===== src/acq_trigger_pkg.sv =====
// constants, field layouts and types of the time-based acquisition trigger
// assumes a 50 MHz system clock and a word-indexed register port
`default_nettype none
package acq_trigger_pkg;

  // register indices as seen on the register port
  localparam logic [7:0] ADDR_PERIOD_MULT   = 8'h1e;
  localparam logic [7:0] ADDR_RATE_COUNT    = 8'h1f;
  localparam logic [7:0] ADDR_PW_TRIG_TWO   = 8'h22;
  localparam logic [7:0] ADDR_PW_TRIG_THREE = 8'h23;
  localparam logic [7:0] ADDR_REQ_COUNT     = 8'h2b;
  localparam logic [7:0] ADDR_REMAIN_COUNT  = 8'h2c;
  localparam logic [7:0] ADDR_ACQ_CONTROL   = 8'h2d;

  // pulse-width trigger control fields
  localparam int PW_THR_LSB  = 16;
  localparam int PW_THR_MSB  = 31;
  localparam int PW_TYPE_LSB = 0;
  localparam int PW_TYPE_MSB = 1;

  // acquisition control fields
  localparam int ACQ_ENABLE_BIT = 0;
  localparam int ACQ_ARM_BIT    = 1;
  localparam int ACQ_CONT_BIT   = 2;
  localparam int ACQ_GO_BIT     = 3;
  localparam int ACQ_ENC_LSB    = 4;
  localparam int ACQ_ENC_MSB    = 7;

  // cleared word and all-ones remaining load for an unlimited run
  localparam logic [31:0] RESET_WORD     = 32'h0000_0000;
  localparam logic [31:0] UNLIMITED_LOAD = 32'hffff_ffff;

  // timebase
  localparam int CLK_PERIOD_NS = 20;
  localparam int TICK_NS       = 2000;
  localparam int TICK_CYCLES   =
    (TICK_NS + CLK_PERIOD_NS - 1) / CLK_PERIOD_NS;
  localparam int PRE_WIDTH     = 7;
  localparam logic [PRE_WIDTH-1:0] PRE_LAST =
    PRE_WIDTH'(TICK_CYCLES - 1);

  typedef enum logic [1:0] {
    TRIG_NEVER   = 2'h0,
    TRIG_GREATER = 2'h1,
    TRIG_LESS_EQ = 2'h2
  } trig_mode_type;

  // gray order along idle -> armed -> running
  typedef enum logic [1:0] {
    PH_IDLE    = 2'h0,
    PH_ARMED   = 2'h1,
    PH_RUNNING = 2'h3
  } phase_type;

endpackage
`default_nettype wire


===== src/time_based_acquisition_trigger.sv =====
// time-based acquisition trigger: timebase, triggers, counters, packets
// assumes all inputs synchronous to clk_sys; packet sink always accepts
`default_nettype none

// Overview of operation
// - channel three threshold in bits 31..16
// - type 00 never, 01 greater, 10 less-equal
// - channel two has same type field
// - pulse-width hit starts sampling in one stage
// - compare only low 16 measurement bits
// - sample period is (multiplier+1) times 2 us
// - capture only after arm then go
// - rate counter advances each sample period
// - a write to the rate counter address clears it
// - arm event clears rate counter
// - requested count zero means unlimited
// - each sample pushes a full packet
// - arm loads remaining from requested
// - remaining decrements each period after go
// - remaining at zero clears enable, stops
// - zero request loads all ones, no decrement
// - control register enables and reports status
// - four trigger sources are ORed together
// - enable 0 resets triggers, status, remaining
// - go status needs arm first
// - single-stage event sets arm and go
module time_based_acquisition_trigger
  import acq_trigger_pkg::*;
(
  // clock and reset
  input  wire logic                   clk_sys,
  input  wire logic                   rst,
  // register port
  input  wire logic [7:0]             regAddr,
  input  wire logic [31:0]            regWrData,
  input  wire logic                   regWrite,
  input  wire logic                   regRead,
  output logic      [31:0]            regRdData,
  // trigger sources
  input  wire logic                   digArmEvent,
  input  wire logic                   digGoEvent,
  input  wire logic                   adcTrigEvent,
  input  wire logic [3:0]             encEvent,
  input  wire logic [31:0]            pulseWidthTwo,
  input  wire logic [31:0]            pulseWidthThree,
  // live sample sources
  input  wire logic [31:0]            timeStamp,
  input  wire logic [3:0][23:0]       encCount,
  input  wire logic [3:0][7:0]        encStatus,
  input  wire logic [7:0]             digInput,
  input  wire logic [3:0][11:0]       adcValue,
  // packet to the streaming fifo
  output logic                        pktValid,
  output logic      [31:0]            pktTimeStamp,
  output logic      [3:0][23:0]       pktEncCount,
  output logic      [3:0][7:0]        pktEncStatus,
  output logic      [7:0]             pktDigInput,
  output logic      [3:0][11:0]       pktAdcValue,
  // enable status level and one-cycle period-end strobe
  output logic                        acqEnabled,
  output logic                        sampleTick
);

  typedef struct packed {
    logic [PRE_WIDTH-1:0] preCnt;
    logic [31:0]          perCnt;
    logic [31:0]          mult;
    logic [31:0]          rateCnt;
    logic [15:0]          thrTwo;
    logic [1:0]           modeTwo;
    logic [15:0]          thrThree;
    logic [1:0]           modeThree;
    logic [31:0]          reqCount;
    logic [31:0]          remain;
    logic                 unlimited;
    logic                 enable;
    logic [3:0]           encEn;
    phase_type            phase;
    logic [31:0]          rdData;
    logic                 pktValid;
    logic [31:0]          pktTime;
    logic [3:0][23:0]     pktCount;
    logic [3:0][7:0]      pktStatus;
    logic [7:0]           pktDin;
    logic [3:0][11:0]     pktAdc;
  } state_type;

  state_type q;
  state_type d;

  // threshold compare on the low half of the measurement
  function automatic logic pw_hit(input logic [1:0]  mode,
                                  input logic [15:0] thr,
                                  input logic [31:0] meas);
    logic hit;
    hit = 1'b0;
    case (mode)
      TRIG_GREATER: hit = meas[15:0] > thr;
      TRIG_LESS_EQ: hit = meas[15:0] <= thr;
      default:      hit = 1'b0;
    endcase
    return hit;
  endfunction

  logic tick;
  logic periodEnd;
  logic singleHit;
  logic armHit;
  logic goHit;

  always_comb begin
    d = q;
    d.pktValid = 1'b0;

    // 2 us timebase and sample period divider
    tick = q.preCnt == PRE_LAST;
    d.preCnt = tick ? '0 : q.preCnt + PRE_WIDTH'(1);
    periodEnd = tick && (q.perCnt == q.mult);
    if (tick) begin
      d.perCnt = periodEnd ? RESET_WORD : q.perCnt + 32'h0000_0001;
    end
    if (periodEnd) begin
      d.rateCnt = q.rateCnt + 32'h0000_0001;
    end

    // trigger sources
    singleHit = adcTrigEvent
              | pw_hit(q.modeTwo, q.thrTwo, pulseWidthTwo)
              | pw_hit(q.modeThree, q.thrThree,
                       pulseWidthThree)
              | (|(encEvent & q.encEn));
    armHit = q.enable && (q.phase == PH_IDLE)
             && (digArmEvent || singleHit);
    goHit  = q.enable
             && (((q.phase == PH_ARMED) && digGoEvent)
                 || ((q.phase == PH_IDLE) && singleHit));

    if (armHit) begin
      d.phase = PH_ARMED;
      d.rateCnt = RESET_WORD;
      d.unlimited = q.reqCount == RESET_WORD;
      d.remain = (q.reqCount == RESET_WORD) ? UNLIMITED_LOAD
                                            : q.reqCount;
    end
    if (goHit) begin
      d.phase = PH_RUNNING;
    end

    // sampling after arm then go
    if (q.enable && (q.phase == PH_RUNNING) && periodEnd) begin
      d.pktValid  = 1'b1;
      d.pktTime   = timeStamp;
      d.pktCount  = encCount;
      d.pktStatus = encStatus;
      d.pktDin    = digInput;
      d.pktAdc    = adcValue;
      if (!q.unlimited) begin
        d.remain = q.remain - 32'h0000_0001;
        if (q.remain == 32'h0000_0001) begin
          d.enable = 1'b0;
          d.phase  = PH_IDLE;
        end
      end
    end

    // register writes
    if (regWrite) begin
      case (regAddr)
        ADDR_PERIOD_MULT: d.mult = regWrData;
        ADDR_RATE_COUNT:  d.rateCnt = RESET_WORD;
        ADDR_PW_TRIG_TWO: begin
          d.thrTwo  = regWrData[PW_THR_MSB:PW_THR_LSB];
          d.modeTwo = regWrData[PW_TYPE_MSB:PW_TYPE_LSB];
        end
        ADDR_PW_TRIG_THREE: begin
          d.thrThree  = regWrData[PW_THR_MSB:PW_THR_LSB];
          d.modeThree = regWrData[PW_TYPE_MSB:PW_TYPE_LSB];
        end
        ADDR_REQ_COUNT: d.reqCount = regWrData;
        ADDR_ACQ_CONTROL: begin
          d.encEn  = regWrData[ACQ_ENC_MSB:ACQ_ENC_LSB];
          d.enable = regWrData[ACQ_ENABLE_BIT];
          if (!regWrData[ACQ_ENABLE_BIT]) begin
            d.phase     = PH_IDLE;
            d.remain    = RESET_WORD;
            d.unlimited = 1'b0;
          end
        end
        default: ;
      endcase
    end

    // register reads, answered in the next cycle
    d.rdData = RESET_WORD;
    if (regRead) begin
      case (regAddr)
        ADDR_PERIOD_MULT:  d.rdData = q.mult;
        ADDR_RATE_COUNT:   d.rdData = q.rateCnt;
        ADDR_PW_TRIG_TWO:  d.rdData = {q.thrTwo, 14'h0000, q.modeTwo};
        ADDR_PW_TRIG_THREE:
          d.rdData = {q.thrThree, 14'h0000, q.modeThree};
        ADDR_REQ_COUNT:    d.rdData = q.reqCount;
        ADDR_REMAIN_COUNT: d.rdData = q.remain;
        ADDR_ACQ_CONTROL: begin
          d.rdData[ACQ_ENC_MSB:ACQ_ENC_LSB] = q.encEn;
          d.rdData[ACQ_GO_BIT]     = q.phase == PH_RUNNING;
          d.rdData[ACQ_CONT_BIT]   = (q.phase == PH_RUNNING)
                                     && q.unlimited;
          d.rdData[ACQ_ARM_BIT]    = q.phase != PH_IDLE;
          d.rdData[ACQ_ENABLE_BIT] = q.enable;
        end
        default: d.rdData = RESET_WORD;
      endcase
    end
  end

  always_ff @(posedge clk_sys or posedge rst) begin
    if (rst) begin
      q <= '0;
    end else begin
      q <= d;
    end
  end

  assign regRdData    = q.rdData;
  assign pktValid     = q.pktValid;
  assign pktTimeStamp = q.pktTime;
  assign pktEncCount  = q.pktCount;
  assign pktEncStatus = q.pktStatus;
  assign pktDigInput  = q.pktDin;
  assign pktAdcValue  = q.pktAdc;
  assign acqEnabled   = q.enable;
  assign sampleTick   = tick && (q.perCnt == q.mult);

endmodule
`default_nettype wire


===== config.mk =====
export PLATFORM = sky130hd
export DESIGN_NAME = time_based_acquisition_trigger
export DESIGN_NICKNAME = d
export VERILOG_FILES = /design/src/acq_trigger_pkg.sv /design/src/time_based_acquisition_trigger.sv
export SDC_FILE = /design/constraint.sdc
export NUM_CORES = 1
export LEC_CHECK = 0
export BUFFER_PORTS_ARGS = -buffer_cell sky130_fd_sc_hd__buf_2
export CELL_PAD_IN_SITES_DETAIL_PLACEMENT = 0
export CELL_PAD_IN_SITES_GLOBAL_PLACEMENT = 2
export CORE_MARGIN = 10
export CORE_UTILIZATION = 35
export CTS_BUF_LIST = sky130_fd_sc_hd__clkbuf_16
export DETAILED_ROUTE_END_ITERATION = 8
export HOLD_SLACK_MARGIN = 0.06
export PLACE_DENSITY_LB_ADDON = 0.1
export SLEW_MARGIN = 20
export SYNTH_ARGS = -nofsm -noshare
export SYNTH_HDL_FRONTEND = slang
export SYNTH_SLANG_ARGS = --single-unit

===== constraint.sdc =====
create_clock -name clk_sys -period 43.2 [get_ports clk_sys]
set_input_delay 6.48 -clock clk_sys [delete_from_list [all_inputs] [get_ports clk_sys]]
set_output_delay 6.48 -clock clk_sys [all_outputs]
set_load 0.02 [all_outputs]

==> impl_metrics.tcl <==
set metrics [dict create \
    multiInputGateArea_sq_um 9221 \
    maxCapViolations 0 \
    post-route-util_pct 40.45 \
    path_max_fanout 41 \
    power_density_nw_per_um2 36.06 \
    post_drt_wl_per_cell_um 22.35 \
    regToRegSetupSlack_ps 38740 \
    placedCellCount 3533 \
    rsz0062_at_grt "false" \
    hold_depth 1 \
    antenna_found_initial 12 \
    crit_required_ps 43730 \
    hpwlAfterDp_mm 61.56 \
    netlist_instances 2460 \
    worstSkewPairLatency_ps 600 \
    ctsResizeCount 0 \
    finalSetupViolations 0 \
    nets 3095 \
    pwr-share-clk_pct 45.2 \
    route.vias.total 17854 \
    cts_tree "done" \
    antenna_left 0 \
    via_per_inst 4.912 \
    design.core.area_sq_um 65750 \
    overflow 0 \
    yosys_warnings 0 \
    synth.distinct_cells 70 \
    hold_class "register to register" \
    ys_ff_latch 460 \
    final_cells 3635 \
    dieWidth_um 277.6 \
    worstSetupPathType "input pin to register" \
    num_rows 94 \
    hold_buffers 0 \
    cp.arrival_ps 10110 \
    switching_power_uw 240.6 \
    numCtsBuffers 55 \
    grt_use_total_pct 20.29 \
    die-area_sq_um 77090 \
    p_int_uw 718.4 \
    clock-sinks 460 \
    switching_share_pct 25.08 \
    p_leak_nw 12.26 \
    max_slew.worst_pin.slew_ps 1324 \
    crit_path_end_kind "register" \
    fin_crit_sh_pct 22.17 \
    power_frac_seq_pct 47.7 \
    clockRootBuffer "clkbuf_16" \
    r2r_start "q[453]" \
    drt_iter0_drc 1310 \
    synth-async-reset-ratio_pct 100.0 \
    synth_area_sq_um 23230 \
    fin_hold_ws_ps 452.8 \
    seq_area_frac_synth_pct 49.54 \
    power_frac_comb_pct 7.1 \
    grt_pass1_vias 17493 \
    outcome "finished, final reports clean" \
    min_to "q[453]" \
    r2r_cells 10 \
    slew_viol_final 0 \
    boundaryPins 582 \
    fin_setup_tns_ps 0 \
    clk_path_buf_depth 3 \
    reg2reg_to "pktAdcValue[0]" \
    worst_setup_path_start_kind "input pin" \
    fmax_mhz 104.4 \
    drcViolationCount 0 \
    ys.flop_type "dfrtp_1" \
    hold_path.startpoint "q[453]" \
    synth_edf_count 0 \
    grt_pass1_wl_mm 120.6 \
    clk_pin_slew_ps 50 \
    syn_area_per_cell_sq_um 9.445 \
    relSlewSlack_pct 11.74 \
    layout_setup_ws_ps 33620 \
    cts_max_level 2 \
    fillers 6771 \
    peakVddDrop_uv 26.84 \
    dp_slack_ps 32830 \
    cts_setup_buffers 0 \
    port_buffers 549 \
    drive_gt1_share_pct 28.60 \
    drt_wl_total_mm 81.24 \
    seqCellArea_sq_um 11510 \
    syn_to_final_growth_pct 14.47 \
    drtPass1Iterations 5 \
    start_util_pct 35.34 \
    synth_nets 2828 \
    layout_min_cycle_time_ps 9578 \
    grt_max_degree 217 \
    hold_viol_final 0 \
    place.gp.congestion 0.8273 \
    fin_skew_ps 14.67 \
    die_h_um 277.6 \
]
[synthesized netlist by cell type, types with 8 or more instances]
| cell | n | share of area, % |
|---|---|---|
| buf_4 | 251 | 8.1 |
| nor3_1 | 21 | 0.45 |
| nor2_1 | 172 | 2.8 |
| ha_1 | 37 | 2.0 |
| inv_1 | 48 | 0.78 |
| clkbuf_1 | 65 | 1.1 |
| a31oi_1 | 8 | 0.22 |
| or3_1 | 20 | 0.54 |
| buf_2 | 33 | 0.71 |
| mux2_2 | 111 | 5.4 |
| a22oi_1 | 28 | 0.90 |
| o21ai_0 | 19 | 0.41 |
| nor4_1 | 23 | 0.62 |
| nor2b_1 | 9 | 0.24 |
| mux2i_1 | 22 | 0.95 |
| and3_1 | 8 | 0.22 |
| a21oi_1 | 70 | 1.5 |
| nand3_1 | 29 | 0.62 |
| nand2_1 | 722 | 12 |
| xnor2_1 | 65 | 2.5 |
| buf_1 | 8 | 0.13 |
| a221oi_1 | 30 | 1.1 |
| dfrtp_1 | 460 | 50 |
| o211a_1 | 25 | 1.1 |
| nand4_1 | 34 | 0.92 |
| xor2_1 | 45 | 1.7 |
[worst max-delay path by stage]
stage                              startpoint         end  slack, ps  cells after the start
after floorplan                           rst  acqEnabled      23890                      1
after global placement    pulseWidthThree[13]      q[367]      32870                     11
after detailed placement  pulseWidthThree[13]      q[360]      32830                     11
after CTS                 pulseWidthThree[13]      q[364]      33470                     11
after global routing      pulseWidthThree[13]      q[283]      33460                     11
final                     pulseWidthThree[13]      q[283]      33620                     11
[sequential cells by signal, summed over array words and instances, names as in the netlist]
| register | cells |
|---|---|
| pktEncCount | 96 |
| pktTimeStamp | 32 |
| acqEnabled | 1 |
| q | 210 |
| regRdData | 32 |
| pktValid | 1 |
| pktAdcValue | 48 |
| pktEncStatus | 32 |
| pktDigInput | 8 |
[placed cells by master (no fill, tap or decap), drive strengths merged, types with 8 or more instances in the layout]
cell type	instances
nor4	29
dfrtp	460
xnor2	65
a31oi	9
buf	569
a221oi	30
and3	8
or3	22
a21oi	70
nor2b	9
inv	60
clkinv	23
ha	37
xor2	45
mux2	112
nand2	723
mux2i	22
nand3	31
nor3	26
nor2	173
o21ai	21
nand4	38
a22oi	28
clkbuf	57
o211a	25
[metrics by stage]
step / power (mW) / instance area, sq um
finish: 0.9590 / 26590
global route: 1.002 / 26580
CTS: 0.9744 / 26570
detailed placement: 0.5331 / 24920
global placement: 0.5323 / 24920
floorplan: 0.4979 / 23230
[worst max-delay path, cell delays in order]
cell and delay, ps:
buf_2 100, ha_1 280, nand4_1 230, nor4_1 740, a21o_1 250, nor3b_1 60
mux2_4 300, a31oi_4 160, buf_4 460, or2_1 780, o211a_1 230
[layout make-up]
class	count	share of cell area [%]
timing repair buffer	569	11.02
tap	864	4.065
clock inverter	39	0.8422
sequential	460	43.28
clock buffer	57	5.363
multi-input combinational	1593	34.67
antenna	5	0.04705
inverter	48	0.7057
[logic make-up after synthesis]
| kind of cell | Yosys count | synth area share (%) |
|---|---|---|
| simple gates | 1100 | 20.60 |
| flops | 460 | 49.54 |
| buf+inv | 407 | 10.87 |
| compound gates | 212 | 6.446 |
| mux | 134 | 6.392 |
| xor+xnor | 110 | 4.147 |
| fa+ha+maj | 37 | 1.993 |
[layer usage]
layer | part of all wire, % | track usage [%] | vias up
met5 | 0.075 | 0 | -
met4 | 1.5 | 3.563 | 8
met3 | 5.3 | 4.346 | 86
met2 | 51 | 35.30 | 412
met1 | 42 | 25.72 | 8893
li1 | - | - | 8455
[power by group through the flow]
stage          Combinational, mW  Clock, mW  Sequential [mW]
6_report                  0.0680      0.434            0.457
3_5_place_dp              0.0686          0            0.465
5_1_grt                   0.0765      0.467            0.458
3_3_place_gp              0.0679          0            0.464
2_1_floorplan             0.0406          0            0.457
4_1_cts                   0.0690      0.449            0.457
No activity file was read; power rests on OpenSTA's default activity.
